`src/disp_pkg.sv`:
```
// constants and types shared by the dual serial slave ports
package disp_pkg;

  localparam logic [6:0] CHAN_DEV_ADDR       = 7'h74;
  localparam logic [6:0] LINK_CTRL_ADDR_LO   = 7'h60;
  localparam logic [6:0] LINK_CTRL_ADDR_HI   = 7'h62;
  localparam logic [6:0] LOW_LEVEL_ADDR_LO   = 7'h68;
  localparam logic [6:0] LOW_LEVEL_ADDR_HI   = 7'h6a;

  // channel port pointer home: the link integrity value
  localparam logic [7:0] CHAN_PTR_RESET      = 8'h08;
  localparam logic [3:0] LIV_LSB_OFFSET      = 4'h8;
  localparam logic [3:0] LIV_MSB_OFFSET      = 4'h9;

  // relocatable addresses held in the link control group
  localparam logic [2:0] CONSUMER_ADDR_OFFSET   = 3'h0;
  localparam logic [2:0] DISPLAY_ID_ADDR_OFFSET = 3'h1;
  localparam logic [2:0] EXT_COLOUR_ADDR_OFFSET = 3'h2;
  localparam logic [7:0] CONSUMER_ADDR_RESET    = 8'h34;
  localparam logic [7:0] DISPLAY_ID_ADDR_RESET  = 8'h50;
  localparam logic [7:0] EXT_COLOUR_ADDR_RESET  = 8'h32;

  // low-level group
  localparam logic [2:0] LOW_STATUS_OFFSET   = 3'h0;
  localparam logic [2:0] LOW_SOFT_RST_OFFSET = 3'h1;
  localparam int         SYNC_DETECT_BIT     = 0;
  localparam int         CLOCK_DETECT_BIT    = 1;
  localparam int         SOFT_RESET_BIT      = 0;

  localparam logic [2:0] GRP_LINK_CTRL       = 3'h0;
  localparam logic [2:0] GRP_LOW_LEVEL       = 3'h1;
  localparam logic [2:0] GRP_CONSUMER        = 3'h2;
  localparam logic [2:0] GRP_DISPLAY_ID      = 3'h3;
  localparam logic [2:0] GRP_EXT_COLOUR      = 3'h4;
  localparam int         GROUP_COUNT         = 5;
  localparam int         GROUP_BYTES         = 8;
  localparam int         CHAN_BYTES          = 16;

  localparam logic [3:0] BITS_PER_BYTE       = 4'h8;

  typedef enum logic [3:0] {
    ST_IDLE, ST_ADDR, ST_ADDR_ACK, ST_REG, ST_REG_ACK, ST_WDATA,
    ST_WACK, ST_RDATA, ST_RACK, ST_RNEXT, ST_WAIT
  } disp_state_e;

endpackage : disp_pkg

```
`src/disp_i2c_engine.sv`:
```
// byte-level serial slave engine with register pointer
`timescale 1ns/1ps
module disp_i2c_engine
  import disp_pkg::*;
#(
  parameter bit         SHORT_READ = 1'b0,
  parameter logic [7:0] PTR_INIT   = 8'h00,
  parameter bit         PTR_RELOAD = 1'b0
) (
  input  wire logic       core_clk_i,
  input  wire logic       reset_i,
  input  wire logic       scl_i,
  input  wire logic       sda_i,
  input  wire logic       soft_reset_i,
  input  wire logic       addr_hit_i,
  input  wire logic [7:0] rdata_i,
  output logic      [6:0] dev_addr_o,
  output logic            addr_take_o,
  output logic            wr_stb_o,
  output logic            rd_stb_o,
  output logic      [7:0] ptr_o,
  output logic      [7:0] wdata_o,
  output logic            sda_oe_o
);

  disp_state_e state_reg;
  logic [3:0]  cnt_reg;
  logic [7:0]  shreg_reg;
  logic        rw_reg;
  logic        ptr_ok_reg;
  logic        scl_d_reg;
  logic        sda_d_reg;
  logic        scl_rise;
  logic        scl_fall;
  logic        start_seen;
  logic        stop_seen;

  always_ff @(posedge core_clk_i) begin
    if (reset_i) begin
      scl_d_reg <= 1'b1;
      sda_d_reg <= 1'b1;
    end else begin
      scl_d_reg <= scl_i;
      sda_d_reg <= sda_i;
    end
  end

  assign scl_rise   = scl_i & ~scl_d_reg;
  assign scl_fall   = ~scl_i & scl_d_reg;
  assign start_seen = scl_i & scl_d_reg & sda_d_reg & ~sda_i;
  assign stop_seen  = scl_i & scl_d_reg & ~sda_d_reg & sda_i;
  assign dev_addr_o = shreg_reg[7:1];

  always_ff @(posedge core_clk_i) begin
    if (reset_i) begin
      state_reg   <= ST_IDLE;
      cnt_reg     <= 4'h0;
      shreg_reg   <= 8'h00;
      rw_reg      <= 1'b0;
      ptr_o       <= PTR_INIT;
      ptr_ok_reg  <= 1'b0;
      sda_oe_o    <= 1'b0;
      addr_take_o <= 1'b0;
      wr_stb_o    <= 1'b0;
      rd_stb_o    <= 1'b0;
      wdata_o     <= 8'h00;
    end else begin
      addr_take_o <= 1'b0;
      wr_stb_o    <= 1'b0;
      rd_stb_o    <= 1'b0;
      if (start_seen) begin
        state_reg <= ST_ADDR;
        cnt_reg   <= 4'h0;
        sda_oe_o  <= 1'b0;
      end else if (stop_seen) begin
        state_reg  <= ST_IDLE;
        sda_oe_o   <= 1'b0;
        ptr_ok_reg <= 1'b0;
        if (PTR_RELOAD) begin
          ptr_o <= PTR_INIT;
        end
      end else if (scl_rise) begin
        case (state_reg)
          ST_ADDR, ST_REG, ST_WDATA: begin
            shreg_reg <= {shreg_reg[6:0], sda_i};
            cnt_reg   <= cnt_reg + 4'h1;
          end
          // a high level in the acknowledge slot ends the read
          ST_RACK: state_reg <= sda_i ? ST_WAIT : ST_RNEXT;
          default: ;
        endcase
      end else if (scl_fall) begin
        case (state_reg)
          ST_ADDR: begin
            if (cnt_reg == BITS_PER_BYTE) begin
              rw_reg <= shreg_reg[0];
              // reads with no pointer phase only where allowed
              if (addr_hit_i && (SHORT_READ || !shreg_reg[0] ||
                  ptr_ok_reg)) begin
                addr_take_o <= 1'b1;
                sda_oe_o    <= 1'b1;
                state_reg   <= ST_ADDR_ACK;
              end else begin
                state_reg <= ST_WAIT;
              end
            end
          end
          ST_ADDR_ACK, ST_RNEXT: begin
            if (state_reg == ST_RNEXT || rw_reg) begin
              sda_oe_o  <= ~rdata_i[7];
              shreg_reg <= {rdata_i[6:0], 1'b0};
              cnt_reg   <= 4'h1;
              state_reg <= ST_RDATA;
            end else begin
              sda_oe_o  <= 1'b0;
              cnt_reg   <= 4'h0;
              state_reg <= ST_REG;
            end
          end
          ST_REG: begin
            if (cnt_reg == BITS_PER_BYTE) begin
              ptr_o      <= shreg_reg;
              ptr_ok_reg <= 1'b1;
              sda_oe_o   <= 1'b1;
              state_reg  <= ST_REG_ACK;
            end
          end
          ST_REG_ACK, ST_WACK: begin
            if (state_reg == ST_WACK) begin
              ptr_o <= ptr_o + 8'h01;
            end
            sda_oe_o  <= 1'b0;
            cnt_reg   <= 4'h0;
            state_reg <= ST_WDATA;
          end
          ST_WDATA: begin
            if (cnt_reg == BITS_PER_BYTE) begin
              wr_stb_o  <= 1'b1;
              wdata_o   <= shreg_reg;
              sda_oe_o  <= 1'b1;
              state_reg <= ST_WACK;
            end
          end
          ST_RDATA: begin
            if (cnt_reg == BITS_PER_BYTE) begin
              sda_oe_o  <= 1'b0;
              rd_stb_o  <= 1'b1;
              ptr_o     <= ptr_o + 8'h01;
              state_reg <= ST_RACK;
            end else begin
              sda_oe_o  <= ~shreg_reg[7];
              shreg_reg <= {shreg_reg[6:0], 1'b0};
              cnt_reg   <= cnt_reg + 4'h1;
            end
          end
          default: ;
        endcase
      end
      if (soft_reset_i) begin
        ptr_o <= PTR_INIT;
      end
    end
  end
endmodule : disp_i2c_engine

```
`src/disp_i2c_ports.sv`:
```
// dual serial slave ports: data channel port and local configuration port
//
// What this block does
// - Channel port answers device address 0x74.
// - Transfers carry any number of data bytes.
// - Acknowledge every byte except final read byte.
// - Pointer steps per byte, low byte first.
// - Channel port supports reads without pointer phase.
// - Channel pointer returns to 0x08 on resets, stop.
// - Local port is separate slave, own pins.
// - Local port refuses reads without pointer phase.
// - Local port works up to 400 kHz.
// - Local port decodes five separate device addresses.
// - Strap picks 0x60/0x68 or 0x62/0x6A.
// - Strap addresses frozen after reset.
// - Three local addresses held in writable registers.
// - Registers work without video clock present.
`timescale 1ns/1ps
module disp_i2c_ports
  import disp_pkg::*;
(
  input  wire logic        core_clk_i,
  input  wire logic        reset_i,
  input  wire logic        address_strap_pin_i,
  input  wire logic        channel_serial_clock_pin_i,
  input  wire logic        channel_serial_data_pin_i,
  output logic             channel_serial_data_pin_o,
  output logic             channel_serial_data_pin_oe_o,
  input  wire logic        local_serial_clock_pin_i,
  input  wire logic        local_serial_data_pin_i,
  output logic             local_serial_data_pin_o,
  output logic             local_serial_data_pin_oe_o,
  input  wire logic [15:0] link_integrity_value_i,
  input  wire logic        sync_detect_flag_i,
  input  wire logic        clock_detect_flag_i
);

  localparam int SYNC_W = 7;

  // every foreign level except link_integrity_value_i passes two flops; the first is read by nothing else
  logic [SYNC_W-1:0] meta_reg;
  logic [SYNC_W-1:0] sync_reg;
  logic              strap_s;
  logic              chan_scl_s;
  logic              chan_sda_s;
  logic              loc_scl_s;
  logic              loc_sda_s;
  logic              sync_det_s;
  logic              clk_det_s;

  // no reset here: the strap must already be through both flops when
  // reset lifts, or the latch below would catch a reset constant
  always_ff @(posedge core_clk_i) begin
    meta_reg <= {address_strap_pin_i, channel_serial_clock_pin_i,
                 channel_serial_data_pin_i, local_serial_clock_pin_i,
                 local_serial_data_pin_i, sync_detect_flag_i,
                 clock_detect_flag_i};
    sync_reg <= meta_reg;
  end

  assign {strap_s, chan_scl_s, chan_sda_s, loc_scl_s, loc_sda_s,
          sync_det_s, clk_det_s} = sync_reg;

  // strap is caught once, in the first cycle after reset release
  logic strap_reg;
  logic strap_done_reg;

  always_ff @(posedge core_clk_i) begin
    if (reset_i) begin
      strap_reg      <= 1'b0;
      strap_done_reg <= 1'b0;
    end else if (!strap_done_reg) begin
      strap_reg      <= strap_s;
      strap_done_reg <= 1'b1;
    end
  end

  function automatic logic [5:0] mem_index(input logic [2:0] grp,
                                           input logic [2:0] off);
    mem_index = {grp, off};
  endfunction : mem_index

  logic [7:0] local_mem_reg [0:GROUP_COUNT*GROUP_BYTES-1];
  logic [7:0] chan_mem_reg  [0:CHAN_BYTES-1];
  logic       soft_reset_reg;

  // data channel port
  logic [6:0] chan_dev;
  logic       chan_take;
  logic       chan_wr;
  logic [7:0] chan_ptr;
  logic [7:0] chan_wdata;
  logic [7:0] chan_rdata;

  always_comb begin
    if (chan_ptr[3:0] == LIV_LSB_OFFSET) begin
      chan_rdata = link_integrity_value_i[7:0];
    end else if (chan_ptr[3:0] == LIV_MSB_OFFSET) begin
      chan_rdata = link_integrity_value_i[15:8];
    end else begin
      chan_rdata = chan_mem_reg[chan_ptr[3:0]];
    end
  end

  disp_i2c_engine #(
    .SHORT_READ (1'b1),
    .PTR_INIT   (CHAN_PTR_RESET),
    .PTR_RELOAD (1'b1)
  ) u_chan (
    .core_clk_i   (core_clk_i),
    .reset_i      (reset_i),
    .scl_i        (chan_scl_s),
    .sda_i        (chan_sda_s),
    .soft_reset_i (soft_reset_reg),
    .addr_hit_i   (chan_dev == CHAN_DEV_ADDR),
    .rdata_i      (chan_rdata),
    .dev_addr_o   (chan_dev),
    .addr_take_o  (chan_take),
    .wr_stb_o     (chan_wr),
    .rd_stb_o     (),
    .ptr_o        (chan_ptr),
    .wdata_o      (chan_wdata),
    .sda_oe_o     (channel_serial_data_pin_oe_o)
  );

  always_ff @(posedge core_clk_i) begin
    if (reset_i) begin
      for (int i = 0; i < CHAN_BYTES; i++) begin
        chan_mem_reg[i] <= 8'h00;
      end
    end else if (chan_wr) begin
      chan_mem_reg[chan_ptr[3:0]] <= chan_wdata;
    end
  end

  // local configuration port, on its own pins
  logic [6:0] loc_dev;
  logic       loc_take;
  logic       loc_wr;
  logic [7:0] loc_ptr;
  logic [7:0] loc_wdata;
  logic [7:0] loc_rdata;
  logic       loc_hit;
  logic [2:0] loc_hit_grp;
  logic [2:0] loc_grp_reg;
  logic [6:0] link_ctrl_addr;
  logic [6:0] low_level_addr;

  assign link_ctrl_addr = strap_reg ? LINK_CTRL_ADDR_HI
                                    : LINK_CTRL_ADDR_LO;
  assign low_level_addr = strap_reg ? LOW_LEVEL_ADDR_HI
                                    : LOW_LEVEL_ADDR_LO;

  // first match wins if software moves two addresses onto one value
  always_comb begin
    loc_hit     = 1'b1;
    loc_hit_grp = GRP_LINK_CTRL;
    if (loc_dev == link_ctrl_addr) begin
      loc_hit_grp = GRP_LINK_CTRL;
    end else if (loc_dev == low_level_addr) begin
      loc_hit_grp = GRP_LOW_LEVEL;
    end else if (loc_dev == local_mem_reg[mem_index(GRP_LINK_CTRL,
                 CONSUMER_ADDR_OFFSET)][6:0]) begin
      loc_hit_grp = GRP_CONSUMER;
    end else if (loc_dev == local_mem_reg[mem_index(GRP_LINK_CTRL,
                 DISPLAY_ID_ADDR_OFFSET)][6:0]) begin
      loc_hit_grp = GRP_DISPLAY_ID;
    end else if (loc_dev == local_mem_reg[mem_index(GRP_LINK_CTRL,
                 EXT_COLOUR_ADDR_OFFSET)][6:0]) begin
      loc_hit_grp = GRP_EXT_COLOUR;
    end else begin
      loc_hit = 1'b0;
    end
  end

  always_comb begin
    if (loc_grp_reg == GRP_LOW_LEVEL &&
        loc_ptr[2:0] == LOW_STATUS_OFFSET) begin
      loc_rdata = 8'h00;
      loc_rdata[SYNC_DETECT_BIT]  = sync_det_s;
      loc_rdata[CLOCK_DETECT_BIT] = clk_det_s;
    end else if (loc_grp_reg == GRP_LOW_LEVEL &&
                 loc_ptr[2:0] == LOW_SOFT_RST_OFFSET) begin
      loc_rdata = 8'h00;
    end else begin
      loc_rdata = local_mem_reg[mem_index(loc_grp_reg, loc_ptr[2:0])];
    end
  end

  // oversampling at 10 MHz leaves 25 core cycles per 400 kHz bit
  disp_i2c_engine #(
    .SHORT_READ (1'b0),
    .PTR_INIT   (8'h00),
    .PTR_RELOAD (1'b0)
  ) u_local (
    .core_clk_i   (core_clk_i),
    .reset_i      (reset_i),
    .scl_i        (loc_scl_s),
    .sda_i        (loc_sda_s),
    .soft_reset_i (1'b0),
    .addr_hit_i   (loc_hit),
    .rdata_i      (loc_rdata),
    .dev_addr_o   (loc_dev),
    .addr_take_o  (loc_take),
    .wr_stb_o     (loc_wr),
    .rd_stb_o     (),
    .ptr_o        (loc_ptr),
    .wdata_o      (loc_wdata),
    .sda_oe_o     (local_serial_data_pin_oe_o)
  );

  always_ff @(posedge core_clk_i) begin
    if (reset_i) begin
      loc_grp_reg <= GRP_LINK_CTRL;
    end else if (loc_take) begin
      loc_grp_reg <= loc_hit_grp;
    end
  end

  always_ff @(posedge core_clk_i) begin
    if (reset_i) begin
      for (int i = 0; i < GROUP_COUNT*GROUP_BYTES; i++) begin
        local_mem_reg[i] <= 8'h00;
      end
      local_mem_reg[mem_index(GRP_LINK_CTRL, CONSUMER_ADDR_OFFSET)]
        <= CONSUMER_ADDR_RESET;
      local_mem_reg[mem_index(GRP_LINK_CTRL, DISPLAY_ID_ADDR_OFFSET)]
        <= DISPLAY_ID_ADDR_RESET;
      local_mem_reg[mem_index(GRP_LINK_CTRL, EXT_COLOUR_ADDR_OFFSET)]
        <= EXT_COLOUR_ADDR_RESET;
    end else if (loc_wr && !(loc_grp_reg == GRP_LOW_LEVEL &&
                 loc_ptr[2:0] <= LOW_SOFT_RST_OFFSET)) begin
      local_mem_reg[mem_index(loc_grp_reg, loc_ptr[2:0])]
        <= loc_wdata;
    end
  end

  // software reset is a one-cycle pulse that homes the channel pointer
  always_ff @(posedge core_clk_i) begin
    if (reset_i) begin
      soft_reset_reg <= 1'b0;
    end else begin
      soft_reset_reg <= loc_wr && loc_grp_reg == GRP_LOW_LEVEL &&
                        loc_ptr[2:0] == LOW_SOFT_RST_OFFSET &&
                        loc_wdata[SOFT_RESET_BIT];
    end
  end

  // open-drain pins only ever pull low
  always_ff @(posedge core_clk_i) begin
    channel_serial_data_pin_o <= 1'b0;
    local_serial_data_pin_o   <= 1'b0;
  end
endmodule : disp_i2c_ports

```
`config.mk`:
```
export PLATFORM = sky130hd
export DESIGN_NAME = disp_i2c_ports
export DESIGN_NICKNAME = d
export VERILOG_FILES = /design/src/disp_pkg.sv /design/src/disp_i2c_engine.sv /design/src/disp_i2c_ports.sv
export SDC_FILE = /design/constraint.sdc
export NUM_CORES = 1
export LEC_CHECK = 0
export BUFFER_PORTS_ARGS = -buffer_cell sky130_fd_sc_hd__clkbuf_2
export CAP_MARGIN = 20
export CELL_PAD_IN_SITES_DETAIL_PLACEMENT = 1
export CELL_PAD_IN_SITES_GLOBAL_PLACEMENT = 1
export CORE_MARGIN = 10
export CORE_UTILIZATION = 45
export DETAILED_ROUTE_END_ITERATION = 12
export GPL_ROUTABILITY_DRIVEN = 0
export PLACE_DENSITY_LB_ADDON = 0.15
export SYNTH_ARGS = -nofsm -noshare
export SYNTH_HDL_FRONTEND = slang
export SYNTH_HIERARCHICAL = 1
export SYNTH_SLANG_ARGS = --single-unit
```
`constraint.sdc`:
```
create_clock -name core_clk_i -period 7.2 [get_ports core_clk_i]
set_input_delay 0.36 -clock core_clk_i [delete_from_list [all_inputs] [get_ports core_clk_i]]
set_output_delay 0.36 -clock core_clk_i [all_outputs]
set_load 0.1 [all_outputs]
```
==> qor.yml <==
num_rows: 99
insertion_delay_ns: 0.65
criticalPathCategory: "flop to flop"
post_cts_buffers: 0
synth_area_um2: 33100
internal_power_w: 0.00725
area_delta_synth_final_pct: 11.3
antenna_cells: 0
syn_area_per_cell_um2: 14.6
fmax_mhz: 282
ant_nets: 0
netlist_instances: 2258
worstPathRequired_ns: 7.74
drc_errors: 0
mostFrequentLayoutCell: "edfxtp_1"
drive_gt1_share_pct: 18.4
slew_headroom_pct: 27.3
grt_pass1_vias: 20300
cts-resized-gates: 0
maxCapViolCount: 0
setup_viol: 0
p_leak_nw: 12.4
layout_min_cycle_time_ns: 3.54
grt_max_degree: 93
dpl_cell_area_um2: 33900
grt_first_pass_wirelength_um: 134000
core_um2: 72800
wl_per_cell_um: 26.8
dp_hpwl_um: 56400
clockPowerShare_pct: 46.5
fp.dieArea_um2: 84700
drtIter0Drc: 1440
dr.pass1.iters: 5
root_buffer: "clkbuf_16"
nets: 2314
final_cell_mix: "edfxtp_1, and2_1, mux4_2"
die_h_um: 291
outcome: "finished, final reports clean"
io_buffers: 26
grt_overflow: 0
vias_per_cell: 5.77
h-tree-depth: 3
critPathLaunchType: "flop"
slew_viol_final: 0
tritoncts: "built"
ys_warn_count: 6
finalWirelength_um: 88400
pwr-share-comb_pct: 2.7
cts_buffers: 79
clkSinkCount: 719
switching_power_w: 0.00195
power_frac_seq_pct: 50.8
fin_tns_setup_ns: 0
hold_viol: 0
antenna_found_initial: 1
p_sw_share_pct: 21.2
clk_pin_slew_ns: 0.06
largest_register_ffs: 512
fin_crit_sh_pct: 49.2
track_usage_pct: 20.7
start_util_pct: 45.4
clockBufferDepth: 3
hold_path.class: "input port to flop"
endpoint_kind: "flop"
fin_area_um2: 36800
critical_path_peak_fanout: 34
die_w_um: 291
p_total_w: 0.00920
worst-slew-pin-transition_ns: 1.08
p_per_area_nw_per_um2: 250
vias: 19000
skew_ns: 0.0253
rsz0062_at_grt: "false"
arrival_ns: 4.09
ir_drop_mv: 0.176
ioPinCount: 29
[through the flow]
stage          instances  hold WS (ns)  setup slack (ns)  utilization (%)
2_1_floorplan       2276         0.310              4.78                -
3_3_place_gp        3119         0.314              3.61             46.4
3_5_place_dp        3125         0.313              3.62             46.5
4_1_cts             3280        0.0919              3.60             50.3
5_1_grt             3302         0.127              3.37             50.5
6_report            3302         0.134              3.66             50.5
[power by group through the flow]
stage	sequential (W)	clock, W	combinational [W]
floorplan	0.00473	0	0.000167
CTS	0.00468	0.00435	0.000243
finish	0.00467	0.00428	0.000247
global placement	0.00476	0	0.000230
detailed placement	0.00476	0	0.000238
global route	0.00468	0.00451	0.000266
[worst max-delay path: stages, from the launching register on]
cell	delay [ns]
dfxtp_4	0.73
buf_4	0.63
mux4_1	0.66
mux4_2	0.52
nand2_1	0.11
o211ai_1	0.18
o31ai_1	0.28
nor2_1	0.06
a211oi_1	0.20
[layout make-up]
| type | instances | area, um^2 |
|---|---|---|
| Fill cell | 7031 | 36100 |
| Sequential cell | 719 | 20800 |
| Multi-Input combinational cell | 1355 | 11400 |
| Clock buffer | 96 | 2100 |
| Tap cell | 959 | 1200 |
| Timing Repair Buffer | 98 | 661 |
| Clock inverter | 52 | 626 |
| Inverter | 23 | 86.3 |
[final timing paths]
check                   startpoint                  to  slack, ns  cells past startpoint
hold / removal             reset_i  u_local/wdata_o[7]       0.13                      2
hold reg to reg        meta_reg[5]         sync_reg[5]       0.32                      0
setup reg to reg  u_local/ptr_o[0]    u_local/sda_oe_o       3.66                      8
setup / recovery  u_local/ptr_o[0]    u_local/sda_oe_o       3.66                      8
[repair_timing]
item / 4_1_cts / 5_1_grt
endpoints found under the hold margin: 7 / 0
hold buffers: 7 / 0
setup endpoints to repair: 0 / 0
[layer usage]
layer	track usage, %	wire length [um]	vias up
met5	0	18	-
met1	26.7	37700	9991
met2	36.0	44900	446
li1	-	-	8484
met3	2.94	3580	126
met4	5.60	2190	2
No activity file was read; power rests on OpenSTA's default activity.
